## src/include/rssu_params.svh

```systemverilog
`ifndef RSSU_PARAMS_SVH
`define RSSU_PARAMS_SVH

`define RSSU_ADDR_STATUS   12'h000
`define RSSU_BIT_TRAP      15
`define RSSU_BIT_ILLEGAL   14
`define RSSU_BIT_CFGMIS    9
`define RSSU_BIT_REGKEEP   8
`define RSSU_BIT_PIN       7
`define RSSU_BIT_SOFT      6
`define RSSU_BIT_WDEN      5
`define RSSU_BIT_WATCHDOG_TIMEOUT_FLAG      4
`define RSSU_BIT_SLEEP     3
`define RSSU_BIT_IDLE      2
`define RSSU_BIT_BROWN     1
`define RSSU_BIT_POR       0
`define RSSU_IMPL_MASK     16'hC3FF
`define RSSU_RESET_VALUE   16'h0003
`define RSSU_CYC_PER_INSTR 4

`endif

```

## src/include/rssu_pkg.sv

```systemverilog
package rssu_pkg;
  typedef logic [15:0] rssu_word_t;
endpackage

```

## src/rtl/rssu_sync.sv

```systemverilog
`timescale 1ns/1ps
module rssu_sync #(
  parameter int WIDTH = 1
) (
  input  wire logic             pclk,
  input  wire logic             presetn,
  input  wire logic [WIDTH-1:0] din,
  output logic      [WIDTH-1:0] dout
);
  logic [WIDTH-1:0] stage1;

  always_ff @(posedge pclk or negedge presetn) begin
    if (!presetn) begin
      stage1 <= '0;
      dout   <= '0;
    end else begin
      stage1 <= din;
      dout   <= stage1;
    end
  end
endmodule

```

## src/rtl/rssu_top.sv

```systemverilog
`timescale 1ns/1ps
`include "rssu_params.svh"
module rssu_top
  import rssu_pkg::*;
#(
  parameter int INSTR_CYC = `RSSU_CYC_PER_INSTR
) (
  // Clock and reset
  input  wire logic        pclk,
  input  wire logic        presetn,
  // APB slave
  input  wire logic        psel,
  input  wire logic        penable,
  input  wire logic        pwrite,
  input  wire logic [11:0] paddr,
  input  wire logic [31:0] pwdata,
  input  wire logic [3:0]  pstrb,
  output logic [31:0]      prdata,
  output logic             pready,
  output logic             pslverr,
  // Reset source levels
  input  wire logic        power_on_src,
  input  wire logic        brownout_src,
  input  wire logic        master_clear_pin_n,
  input  wire logic        config_mismatch_src,
  input  wire logic        trap_conflict_src,
  input  wire logic        illegal_cond_src,
  // Single-cycle events from core logic, then the low-power and fuse levels
  input  wire logic        soft_reset_req,
  input  wire logic        watchdog_timeout,
  input  wire logic        sleep_entered,
  input  wire logic        idle_entered,
  input  wire logic        in_low_power,
  input  wire logic        watchdog_fuse_enable,
  // Outputs
  output logic             system_reset_out,
  output logic             watchdog_run,
  output logic             regulator_sleep_keep,
  output logic             wake_request
);

  logic [5:0] src_sync;
  rssu_word_t status;
  rssu_word_t next_status;
  logic [2:0] soft_cnt;
  logic       soft_hold;

  // Pins and analog supervisors are asynchronous to pclk
  rssu_sync #(.WIDTH(6)) u_sync (
    .pclk    (pclk),
    .presetn (presetn),
    .din     ({power_on_src, brownout_src, ~master_clear_pin_n,
               config_mismatch_src, trap_conflict_src,
               illegal_cond_src}),
    .dout    (src_sync)
  );

  wire por_s   = src_sync[5];
  wire bor_s   = src_sync[4];
  wire pin_s   = src_sync[3];
  wire cfg_s   = src_sync[2];
  wire trap_s  = src_sync[1];
  wire ill_s   = src_sync[0];

  wire wdt_reset = watchdog_timeout & ~in_low_power;
  wire wdt_wake  = watchdog_timeout &  in_low_power;

  // Any synchronised level source holds reset on its own
  wire any_level = por_s | bor_s | pin_s | cfg_s | trap_s | ill_s;
  // Core requests that reset for a bounded time
  wire core_reset = soft_reset_req | soft_hold | wdt_reset;

  // APB decode
  wire hit      = (paddr[11:2] == 10'(`RSSU_ADDR_STATUS >> 2));
  wire acc      = psel & penable;
  wire wr_en    = acc & pwrite & hit & pstrb[0] & pstrb[1];
  wire [15:0] wr_val = pwdata[15:0] & `RSSU_IMPL_MASK;
  // Written control bits; outputs follow them through status one cycle later unless power-on is active; the fuse holds watchdog_run high
  wire wr_keep_bit = wr_val[`RSSU_BIT_REGKEEP];
  wire wr_wden_bit = wr_val[`RSSU_BIT_WDEN];

  // Hardware set terms
  rssu_word_t hw_set;
  always_comb begin
    hw_set = '0;
    hw_set[`RSSU_BIT_TRAP]    = trap_s;
    hw_set[`RSSU_BIT_ILLEGAL] = ill_s;
    hw_set[`RSSU_BIT_CFGMIS]  = cfg_s;
    hw_set[`RSSU_BIT_PIN]     = pin_s;
    hw_set[`RSSU_BIT_SOFT]    = soft_reset_req;
    hw_set[`RSSU_BIT_WATCHDOG_TIMEOUT_FLAG]    = watchdog_timeout;
    hw_set[`RSSU_BIT_SLEEP]   = sleep_entered;
    hw_set[`RSSU_BIT_IDLE]    = idle_entered;
    hw_set[`RSSU_BIT_BROWN]   = bor_s;
    hw_set[`RSSU_BIT_POR]     = por_s;
  end

  // Software write first, hardware set on top; power-on wipes others
  always_comb begin
    next_status = status;
    if (wr_en)
      next_status = wr_val;
    next_status = next_status | hw_set;
    if (por_s)
      next_status = `RSSU_RESET_VALUE & ~16'h0002 | 16'h0001;
  end

  always_ff @(posedge pclk or negedge presetn) begin
    if (!presetn)
      status <= `RSSU_RESET_VALUE;
    else
      status <= next_status;
  end

  // Software reset lasts one instruction cycle plus one pclk cycle
  always_ff @(posedge pclk or negedge presetn) begin
    if (!presetn) begin
      soft_cnt  <= '0;
      soft_hold <= 1'b0;
    end else if (soft_reset_req) begin
      soft_cnt  <= 3'(INSTR_CYC - 1);
      soft_hold <= 1'b1;
    end else if (soft_cnt != 3'h0) begin
      soft_cnt  <= soft_cnt - 3'h1;
    end else begin
      soft_hold <= 1'b0;
    end
  end

  // Merged master reset; held as long as any source is active.
  // Watchdog reset lasts one cycle; unlike soft reset, the watchdog has no hold.
  always_ff @(posedge pclk or negedge presetn) begin
    if (!presetn)
      system_reset_out <= 1'b1;
    else
      system_reset_out <= any_level | core_reset;
  end

  assign watchdog_run = status[`RSSU_BIT_WDEN] | watchdog_fuse_enable;
  assign regulator_sleep_keep = status[`RSSU_BIT_REGKEEP];

  always_ff @(posedge pclk or negedge presetn) begin
    if (!presetn)
      wake_request <= 1'b0;
    else
      wake_request <= wdt_wake;
  end

  // Zero wait state; unmapped address returns error, data still reads status
  assign pready  = 1'b1;
  assign pslverr = acc & ~hit;
  assign prdata  = {16'h0000, status & `RSSU_IMPL_MASK};

  // Nothing asks for reset this cycle
  wire quiet = !any_level && !soft_reset_req && !watchdog_timeout;
endmodule

```

## config.mk

```make
export PLATFORM = sky130hd
export DESIGN_NAME = rssu_top
export DESIGN_NICKNAME = d
export VERILOG_FILES = /design/src/include/rssu_pkg.sv /design/src/rtl/rssu_sync.sv /design/src/rtl/rssu_top.sv
export VERILOG_INCLUDE_DIRS = /design/src /design/src/include
export SDC_FILE = /design/constraint.sdc
export NUM_CORES = 1
export LEC_CHECK = 0
export ABC_CLOCK_PERIOD_IN_PS = 1100
export CAP_MARGIN = 0
export CORE_AREA = 2 2 56 53
export DETAILED_ROUTE_END_ITERATION = 12
export DIE_AREA = 0 0 58 55
export DONT_BUFFER_PORTS = 1
export PLACE_DENSITY = 0.7
export SYNTH_ARGS = -nofsm -noshare
export SYNTH_HDL_FRONTEND = slang
export SYNTH_SLANG_ARGS = --single-unit
```

## constraint.sdc

```tcl
create_clock -name pclk -period 1.1 [get_ports pclk]
set_input_delay 0.11 -clock pclk [delete_from_list [all_inputs] [get_ports pclk]]
set_output_delay 0.11 -clock pclk [all_outputs]
set_load 0.005 [all_outputs]
```

# After elaboration in Yosys (flattened, before gate mapping)
# Cells that the tools add are included.
# word_totals
in_bits,65
regBits,34
word_cells,39
# classes
muxes,6
n_addsub,1
bitwise,21
reduce_logical,3
n_eq_ne,1
# ops
operator,count
$mux W16,2
$or A16 B16 Y16,1
$logic_not A10 Y1,1
$or A1 B1 Y1,9
$and A1 B1 Y1,8
$mux W3,2
$not A1 Y1,3
$reduce_bool A3 Y1,1
$sub A3 B1 Y3 const B,1
$mux W1,2
$ne A2 B2 Y1 const B,1
$reduce_bool A2 Y1,1

# Longest topological paths before layout
# Gate-level depths: netlist (run 1).
# depth
ltp_word,8
mapped_depth,6
ltp_nobuf,6

# Hierarchy
# From an unflattened synthesis (run 1), not the netlist that was laid out.
# unflattened
hier_cells,123
hier_area_um2,1353.8
# by_module_without_submodules
module,instances,seq_area_each_um2,cells_per_inst,area_per_inst_um2
rssu_top,1,454.2,111,1053.5
rssu_sync,1,300.3,12,300.3

# Worst setup path before layout (run 1)
# Ideal clock, no wire load.
# synth_path
kind,input-to-reg
startpoint,input port paddr[3]
endpoint,register status[14]
cell_stages,5
path_slack_ns,0.051
t_arrival_ns,0.962
path_cell_list,nor4_4 -> and4_4 -> buf_6 -> nor3_1 -> nor3_1
# synth_between
elab_chain_len,7
# synth_lines
element,line_no,text
start: declaration,rssu_top.sv:15,"input wire logic [11:0] paddr,"
$logic_not A10 Y1,rssu_top.sv:74,wire hit = (paddr[11:2] == 10'(`RSSU_ADDR_STATUS >> 2));
$and A1 B1 Y1 (3 in series),rssu_top.sv:76,wire wr_en = acc & pwrite & hit & pstrb[0] & pstrb[1];
$mux W16,rssu_top.sv:101,if (wr_en)
$or A16 B16 Y16,rssu_top.sv:103,next_status = next_status | hw_set;
$mux W16,rssu_top.sv:104,if (por_s)
net next_status[14],rssu_top.sv:44,rssu_word_t next_status;
end signal: assignment,rssu_top.sv:110,status <= `RSSU_RESET_VALUE;
end signal: assignment,rssu_top.sv:112,status <= next_status;
end: declaration,rssu_top.sv:43,rssu_word_t status;
# The timed path passes the listed nets, and every way through them passes these cells.
# A chain may end at the register's enable or synchronous reset.

# Worst setup path after layout (run 1)
# layout_path
startpoint,register status[5]
endpoint,output port watchdog_run
# layout_between
elab_chain_len,1
# layout_lines
element,line_no,text
$or A1 B1 Y1,rssu_top.sv:139,assign watchdog_run = status[`RSSU_BIT_WDEN] | watchdog_fuse_enable;
end: declaration,rssu_top.sv:37,"output logic watchdog_run,"
# Every way passes these cells.

==> results of run 1 <==
-- routing by layer --
metal | wire length, um | up-vias | share of wire, % | track usage [%]
met3 | 226 | 6 | 8.5 | 7.442
met1 | 986 | 443 | 37 | 18.45
li1 | - | 426 | - | -
met2 | 1410 | 53 | 53 | 32.95
met5 | 0 | - | 0 | 0
met4 | 38 | 0 | 1.4 | 6.977
-- placed cells by master (no fill, tap or decap), types with 3 or more instances in the layout --
cell type,n
dfrtp_1,27
nor3_1,26
dlygate4sd3_1,23
conb_1,21
nand2_1,8
clkbuf_4,5
nand2b_1,3
nor2_1,3
buf_4,3
dfstp_2,3
-- sequential cells by signal (all words and copies together) (netlist names) --
name,count
soft_cnt,3
soft_hold,1
status,12
system_reset_out,1
u_sync.dout,6
u_sync.stage1,6
wake_request,1
-- area by class of cell --
cell class / instances / area (um2)
Timing Repair Buffer: 27 / 272.8
Clock inverter: 1 / 30.03
Clock buffer: 7 / 45.04
Sequential cell: 30 / 754.5
Multi-Input combinational cell: 84 / 504.2
Inverter: 3 / 11.26
Tap cell: 30 / 37.54
Fill cell: 198 / 957.2
-- worst paths after layout --
path	from	endpoint	slack (ns)
worst max-delay path	status[5]$_DFFE_PN0P_	watchdog_run	0.02
worst min-delay path	idle_entered	status[2]$_DFF_PN0_	0.02
worst max register to register	soft_cnt[0]$_DFFE_PN0P_	soft_cnt[2]$_DFFE_PN0P_	0.08
worst min register to register	u_sync.stage1[5]$_DFF_PN0_	u_sync.dout[5]$_DFF_PN0_	0.35
max in group asynchronous	presetn	status[1]$_DFF_PN1_	0.62
min in group asynchronous	presetn	status[8]$_DFFE_PN0P_	0.25
-- stage by stage --
stage                     hold slack [ns]  setup slack, ns  cells  power [mW]  TNS (ns)
after detailed placement          -0.1848         -0.08694    149       1.401   -0.2757
after global placement            -0.1850         0.009350    149       1.387         0
after global routing              0.03214        -0.009626    182       2.492  -0.01541
after CTS                         0.01014         0.003708    182       2.369         0
after floorplan                   -0.1856          0.05148    142       1.418         0
final                             0.02372          0.02084    182       2.365         0
-- cells by family (layout without fill, tap and decap cells) --
group / Yosys count / in the layout / share of synthesized area, %
other: 2 / 21 / 0.5547
AO/OA/AOI/OAI: 5 / 5 / 2.126
XOR/XNOR: 1 / 1 / 0.6471
adder cells (fa/ha/maj): 2 / 2 / 1.848
buffers and inverters: 28 / 38 / 14.51
AND/OR/NAND/NOR: 54 / 54 / 23.84
flip-flops: 30 / 30 / 55.73
multiplexers: 1 / 1 / 0.7394
-- what timing repair did --
item / in CTS / in global routing
hold endpoints to repair: 53 / 0
pin swaps: 1 / 1
hold buffers: 24 / 0
resized for setup: 4 / 4
gates cloned: 0 / 0
setup buffers: 1 / 0
setup endpoints to repair: 3 / 5
-- power by group through the flow --
stage	Sequential, mW	Clock, mW	Combinational, mW
after CTS	1.22	0.867	0.281
final	1.22	0.832	0.309
after floorplan	1.23	0	0.187
after detailed placement	1.24	0	0.157
after global placement	1.24	0	0.146
after global routing	1.23	0.907	0.350
==> flow_summary.ini, run 1 <==
[routing]
final_antenna_net_count = 0
drc = 0
vias = 928
routed_wl_mm = 2.661
viasPerCell = 5.099
dr.pass1.iters = 4
post_drt_wl_per_cell_um = 14.62
drt_iter0_drc = 30

[synth]
ys_top_cells_by_count = 27 x dfrtp_1, 26 x nor3_1, 22 x buf_4, 8 x nand2_1, 4 x nand2b_1
yosysMostFrequentCell = dfrtp_1
synth_ff_type = dfrtp_1
syn_area_mm2 = 0.001354
seq_area_frac_synth_pct = 55.73
avgSynthCellArea_um2 = 11.01
ys_seq_elements = 30
synth-edff-count = 0
synth.top_cell.area_share_pct = 49.91
async_reset_ff_share_pct = 100.0
yosysTopAreaCell = dfrtp_1
yosys_warnings = 0
syn-instance-count = 123
synth_area_leaders = dfrtp_1 50%, buf_4 12%, nor3_1 9.6%
synthDistinctLibCells = 30

[clocking]
cts-htree-levels = 2
clk_latency_ns = 0.32
cts_buffers = 5
cts_tree = done
cts_sinks = 30
clockBufferDepth = 2
clk_pin_slew_worst_paths_ns = 0.09
cts_root_buf = clkbuf_4

[min_path]
hp-class = primary input to flip-flop
min_delay_path_depth = 2

[die]
die-area_mm2 = 0.003190
fp-row-count = 18
dieWidth_um = 58
core_mm2 = 0.002613
io-pin-count = 103
chipHeight_um = 55
initial_core_util_pct = 51.82

[timing]
slew_violations = 0
setup_viol = 0
rsz0062_at_grt = yes
max_freq_mhz = 926.6
layout_min_cycle_time_ns = 1.079
finalHoldViolations = 0
timing.final.crit_share_pct = 98.11
finClkSkew_ns = 0.004825

[critical_path]
cp.arrival_ns = 0.97
path_class = flip-flop to primary output
cp_top_family = flip-flops
startpoint_type = flip-flop
cp.depth = 1
cp_cell_sequence = or2_4
max_stage_delay_ns = 0.41
worstPathMaxFanout = 3
crit_path_end_kind = primary output
rr_worst_depth = 4
cpMaxStageDelayCell = dfrtp_1
required_ns = 0.99
critPathBufInv = 0

[pwr]
p_seq_share_pct = 51.8
p_int_mw = 1.822
power_frac_clock_pct = 35.2
comb_power_share_pct = 13.0
switching_power_mw = 0.5431
powerDensity_mw_per_mm2 = 1429
swShare_pct = 22.97
p_leak_nw = 0.7187
irDropWorstVdd_v = 0.001701

[job]
drv_cap = 0

[grt]
grt_pass1_wl_mm = 4.071
grt_overflow_total = 0
grtUsageTotal_pct = 17.90
grt_max_degree = 31
antenna_found_initial = 0
grt_pass1_vias = 923

[layout]
diodes = 0
drive_above_1_share_pct = 15.79
nets = 218
area_growth_pct = 22.27
finalInstanceArea_mm2 = 0.001655
final_util_pct = 63.36

[place]
hpwl_mm = 1.695
gp_congestion = 0.7176
postPlaceCellArea_mm2 = 0.001292
portBuffers = 0

[status]
status = finished, final reports clean
(Power assumes the default switching activity.)
==> inputs of run 2 (changes only) <==
- ABC_CLOCK_PERIOD_IN_PS: 1100 -> 1000
- CORE_AREA: 2 2 56 53 -> 2 2 54 51
- DIE_AREA: 0 0 58 55 -> 0 0 56 53
- PLACE_DENSITY: 0.7 -> 0.72
- clock period: 1.1 -> 1 ns (I/O delays scaled with it)
==> run 2 against run 1 <==
Net effect:
- the run now ends with negative setup slack left
- via count did not move
- setup slack got worse by 0.093 ns
- clock power fell by 13%
- sequential share of layout area fell by 0.78 points
- die area fell by 7.0%
- count of clock-buffer cells in the layout did not move
- flip-flop and latch count did not move
- utilization rose by 7.3 points
- register-to-register slack got worse by 0.11 ns
- combinational power rose by 26%
- hold slack got worse by 0.0040 ns
==> flow_summary.ini, run 2 (synthesized netlist as in run 1, its figures left out) <==
[status]
status = complete, but fails checks
violations = negative setup slack

[clocking]
cts_root_buf = clkbuf_4
clk_latency_ns = 0.32
cts_buffers = 5
cts_sinks = 30
cts-htree-levels = 2
clockBufferDepth = 2
cts_tree = done
clk_pin_slew_worst_paths_ns = 0.09

[grt]
antenna_found_initial = 0
grt_overflow_total = 0
grt_pass1_wl_mm = 4.353
grtUsageTotal_pct = 20.33
grt_max_degree = 31
grt_pass1_vias = 1014

[critical_path]
critPathBufInv = 0
required_ns = 0.90
rrSetupSlack_ns = -0.03
regToRegEndpoint = soft_cnt[0]$_DFFE_PN0P_
rr_worst_depth = 5
path_class = flip-flop to primary output
cp_top_family = flip-flops
endpoint = watchdog_run
critPathLaunch = status[5]$_DFFE_PN0P_
cp.depth = 1
cp.arrival_ns = 0.97
startpoint_type = flip-flop
cp_cell_sequence = or2_4
crit_path_end_kind = primary output
worstPathMaxFanout = 3
max_stage_delay_ns = 0.41
cpMaxStageDelayCell = dfrtp_1
r2r_start = soft_cnt[1]$_DFFE_PN0P_

[routing]
viasPerCell = 5.156
vias = 928
drt_iter0_drc = 58
dr.pass1.iters = 3
routed_wl_mm = 2.642
post_drt_wl_per_cell_um = 14.68
drc = 0
final_antenna_net_count = 0

[timing]
max_freq_mhz = 932.5
timing.final.crit_share_pct = 107.2
rsz0062_at_grt = yes
layout_setup_ws_ns = -0.07233
setup_viol = 3
finalHoldViolations = 0
slew_violations = 0
finClkSkew_ns = 0.008211
layout_min_cycle_time_ns = 1.072

[layout]
diodes = 0
seqCellArea_um2 = 754.5
drive_above_1_share_pct = 25.00
layout_commonest_cell = dfrtp_1
n_fill_cell = 188
area_growth_pct = 24.40
largest_register_ffs = 12
nets = 218
multiInputGateArea_um2 = 558.0
final_cell_mix = 27 x dfrtp_1, 21 x conb_1, 20 x dlygate4sd3_1
top_register = status
fin_cells = 180
finalInstanceArea_mm2 = 0.001684
final_util_pct = 70.69
top_regs = status: 12 flops, u_sync.dout: 6 flops, u_sync.stage1: 6 flops

[die]
io-pin-count = 103
chipHeight_um = 53
die-area_mm2 = 0.002968
dieWidth_um = 56
fp-row-count = 17
initial_core_util_pct = 56.83
core_mm2 = 0.002382

[place]
portBuffers = 0
gp_congestion = 0.7532
hpwl_mm = 1.757
placed_cells = 149
postPlaceCellArea_mm2 = 0.001350

[pwr]
powerDensity_mw_per_mm2 = 1462
irDropWorstVdd_v = 0.001062
p_leak_nw = 0.7281

[min_path]
hp-class = primary input to flip-flop

[job]
drv_cap = 0
run 2: changes by cell type in the layout (fill, tap and decap cells not counted), moves of 3 or more:
cell / delta
nor3_1: -7
nor3_2: +7
buf_4: +3
dlygate4sd3_1: -3
run 2: stage by stage:
stage / hold slack [ns] / setup TNS, ns / worst slack (ns) / power (mW)
2_1_floorplan: -0.1956 / -0.1821 / -0.02604 / 1.575
3_3_place_gp: -0.1950 / -0.6367 / -0.06405 / 1.554
3_5_place_dp: -0.1950 / -1.175 / -0.1345 / 1.571
4_1_cts: 0.001643 / -0.1432 / -0.09528 / 2.481
5_1_grt: 0.02176 / -0.4086 / -0.1055 / 2.605
6_report: 0.01973 / -0.1152 / -0.07233 / 2.462
run 2: per-layer routing:
layer	GRT usage (%)	share of wire, %	vias to the layer above
li1	-	-	429
met1	20.16	35	442
met2	37.06	54	50
met3	7.335	8.9	7
met4	11.90	2.3	0
met5	0	0	-
run 2: what timing repair did:
item | 4_1_cts | 5_1_grt
endpoints found under the hold margin | 51 | 0
endpoints found under the setup margin | 5 | 7
resized for setup | 8 | 1
setup buffers | 1 | 1
hold buffers | 21 | 0
pin swaps | 1 | 0
run 2: final cells by class:
| class | instances | area share (%) |
|---|---|---|
| clock inverters | 1 | 0.2972 |
| inverters | 3 | 0.6686 |
| flip-flops and latches | 30 | 44.80 |
| multi-input cells | 84 | 33.14 |
| repair buffers | 27 | 15.75 |
| clock buffers | 7 | 3.269 |
| well taps | 28 | 2.080 |
run 2: worst min path at each step:
stage,from,endpoint,cells after the start
floorplan,presetn,soft_cnt[0]$_DFFE_PN0P_,0
global route,watchdog_timeout,status[4]$_DFF_PN0_,2
global placement,presetn,status[3]$_DFF_PN0_,0
finish,idle_entered,status[2]$_DFF_PN0_,2
detailed placement,presetn,status[2]$_DFF_PN0_,0
CTS,idle_entered,status[2]$_DFF_PN0_,2
run 2: power by group:
| group | switching [mW] | internal (mW) | leakage (nW) |
|---|---|---|---|
| clock | 0.386 | 0.340 | 0.0353 |
| sequential | 0.0536 | 1.29 | 0.356 |
| combinational | 0.180 | 0.210 | 0.337 |
==> inputs of run 3 (changes only) <==
- CORE_AREA: 2 2 54 51 -> 2 2 44 63
- DIE_AREA: 0 0 56 53 -> 0 0 46 65
- GPL_TIMING_DRIVEN: not set -> 0
- PLACE_DENSITY: 0.72 -> 0.71
==> run 3 against run 2 <==
Net effect:
- the flow finishes with violations (negative hold slack, negative setup slack)
- critical path depth rose by 4
- clock skew rose by 0.0023 ns
- combinational power rose by 21%
- largest power group unchanged
- via count rose by 7.1%
- die area rose by 0.74%
- non-clock buffer count rose by 23
==> flow_summary.ini, run 3 (synthesized netlist as in run 1, its figures left out) <==
[status]
status = complete, but fails checks
violations = negative hold slack, negative setup slack

[layout]
finalInstanceArea_mm2 = 0.001871
top_regs = status: 12 flops, u_sync.dout: 6 flops, u_sync.stage1: 6 flops
area_growth_pct = 38.17
final_cell_mix = 27 x dfrtp_1, 24 x buf_4, 21 x conb_1, 21 x dlygate4sd3_1, 17 x nor3_1
top_register = status
seqCellArea_um2 = 754.5
nets = 241
drive_above_1_share_pct = 34.86
diodes = 0
multiInputGateArea_um2 = 576.8
largest_register_ffs = 12
layout_commonest_cell = dfrtp_1
n_fill_cell = 163

[timing]
timing.final.crit_share_pct = 109.6
finalHoldViolations = 1
setup_viol = 5
fin_hold_ws_ns = -0.01235
rsz0062_at_grt = yes
layout_min_cycle_time_ns = 1.096
layout_setup_ws_ns = -0.09574
max_freq_mhz = 912.6
finClkSkew_ns = 0.01053
slew_violations = 0

[critical_path]
rrSetupSlack_ns = -0.1
required_ns = 1.21
startpoint_type = flip-flop
worstPathMaxFanout = 4
path_class = flip-flop to flip-flop
cp.arrival_ns = 1.31
crit_path_end_kind = flip-flop

[min_path]
hp-class = primary input to flip-flop

[die]
chipHeight_um = 65
core_mm2 = 0.002477
die-area_mm2 = 0.002990
dieWidth_um = 46
initial_core_util_pct = 54.65
io-pin-count = 103
fp-row-count = 22

[grt]
grtUsageTotal_pct = 20.85
grt_max_degree = 31
grt_pass1_wl_mm = 4.347
grt_pass1_vias = 1013
antenna_found_initial = 0
grt_overflow_total = 0

[routing]
final_antenna_net_count = 0
post_drt_wl_per_cell_um = 14.06
drt_iter0_drc = 12
vias = 994
viasPerCell = 4.995
routed_wl_mm = 2.798
drc = 0
dr.pass1.iters = 4

[pwr]
p_leak_nw = 0.8503
irDropWorstVdd_v = 0.001121
powerDensity_mw_per_mm2 = 1316

[clocking]
clk_latency_ns = 0.32
clockBufferDepth = 2
cts_tree = done
cts_root_buf = clkbuf_4
cts_sinks = 30
cts-htree-levels = 2
clk_pin_slew_worst_paths_ns = 0.09
cts_buffers = 5

[place]
gp_congestion = 0.7452
hpwl_mm = 1.884
postPlaceCellArea_mm2 = 0.001506
portBuffers = 0

[job]
drv_cap = 0
==> run 3: cell count changes in the layout (fill, tap and decap cells not counted), moves of 2 or more <==
cell / delta
clkbuf_1: +2
nor3_2: +2
nor3_1: -2
buf_6: +3
buf_4: +18
==> run 3: final cells by class <==
| class | count | area share (%) |
|---|---|---|
| Multi-Input combinational cell | 84 | 30.84 |
| Clock buffer | 8 | 2.609 |
| Tap cell | 24 | 1.605 |
| Buffer | 25 | 10.50 |
| Sequential cell | 30 | 40.33 |
| Timing Repair Buffer | 25 | 13.51 |
| Inverter | 3 | 0.6020 |
==> run 3: metal layers <==
metal / global-route usage, % / up-vias / routed length [um]
li1: - / 480 / -
met1: 22.47 / 466 / 938
met2: 34.55 / 41 / 1631
met3: 6.685 / 7 / 171
met4: 11.07 / 0 / 56
met5: 0 / - / 0
==> run 3: path summary, 6_finish.rpt <==
| kind | to | start | depth (start not counted) |
|---|---|---|---|
| worst max-delay path | soft_cnt[1]$_DFFE_PN0P_ | soft_cnt[1]$_DFFE_PN0P_ | 5 |
| worst min-delay path | status[9]$_DFF_PN0_ | pwdata[9] | 2 |
| worst max register to register | soft_cnt[1]$_DFFE_PN0P_ | soft_cnt[1]$_DFFE_PN0P_ | 5 |
| worst min register to register | u_sync.dout[2]$_DFF_PN0_ | u_sync.stage1[2]$_DFF_PN0_ | 0 |
| max in group asynchronous | status[0]$_DFF_PN1_ | presetn | 2 |
| min in group asynchronous | status[14]$_DFF_PN0_ | presetn | 2 |
==> run 3: power by group <==
group	switching (mW)	leakage [nW]	internal (mW)	total, mW
Clock	0.354	0.0265	0.280	0.633
Combinational	0.205	0.468	0.268	0.472
Sequential	0.0628	0.356	1.29	1.36
Total	0.621	0.850	1.84	2.46
==> run 3: repair_timing <==
item                                    CTS  global route
hold buffers                             20             2
pin swaps                                 2             2
gates cloned                              0             0
buffers inserted                          2             1
resized for setup                         9             6
hold endpoints to repair                 51             1
endpoints found under the setup margin   13             9
==> run 3: critical path, stage by stage (launching register included) <==
cell and delay, ns:
dfrtp_1 0.42, inv_2 0.11, ha_4 0.17, nand2b_4 0.08, o21ai_2 0.14, nand2b_1 0.07
==> run 3: stage by stage <==
stage / util, % / setup WS, ns / cells / TNS [ns] / power, mW
finish: 75.51 / -0.09574 / 199 / -0.3114 / 2.461
detailed placement: 60.81 / -0.1660 / 166 / -1.621 / 1.616
global route: 75.51 / -0.1202 / 199 / -0.5276 / 2.602
global placement: 60.81 / -0.1194 / 166 / -1.039 / 1.596
CTS: 73.38 / -0.08813 / 196 / -0.1846 / 2.435
floorplan: - / -0.02604 / 142 / -0.1821 / 1.575
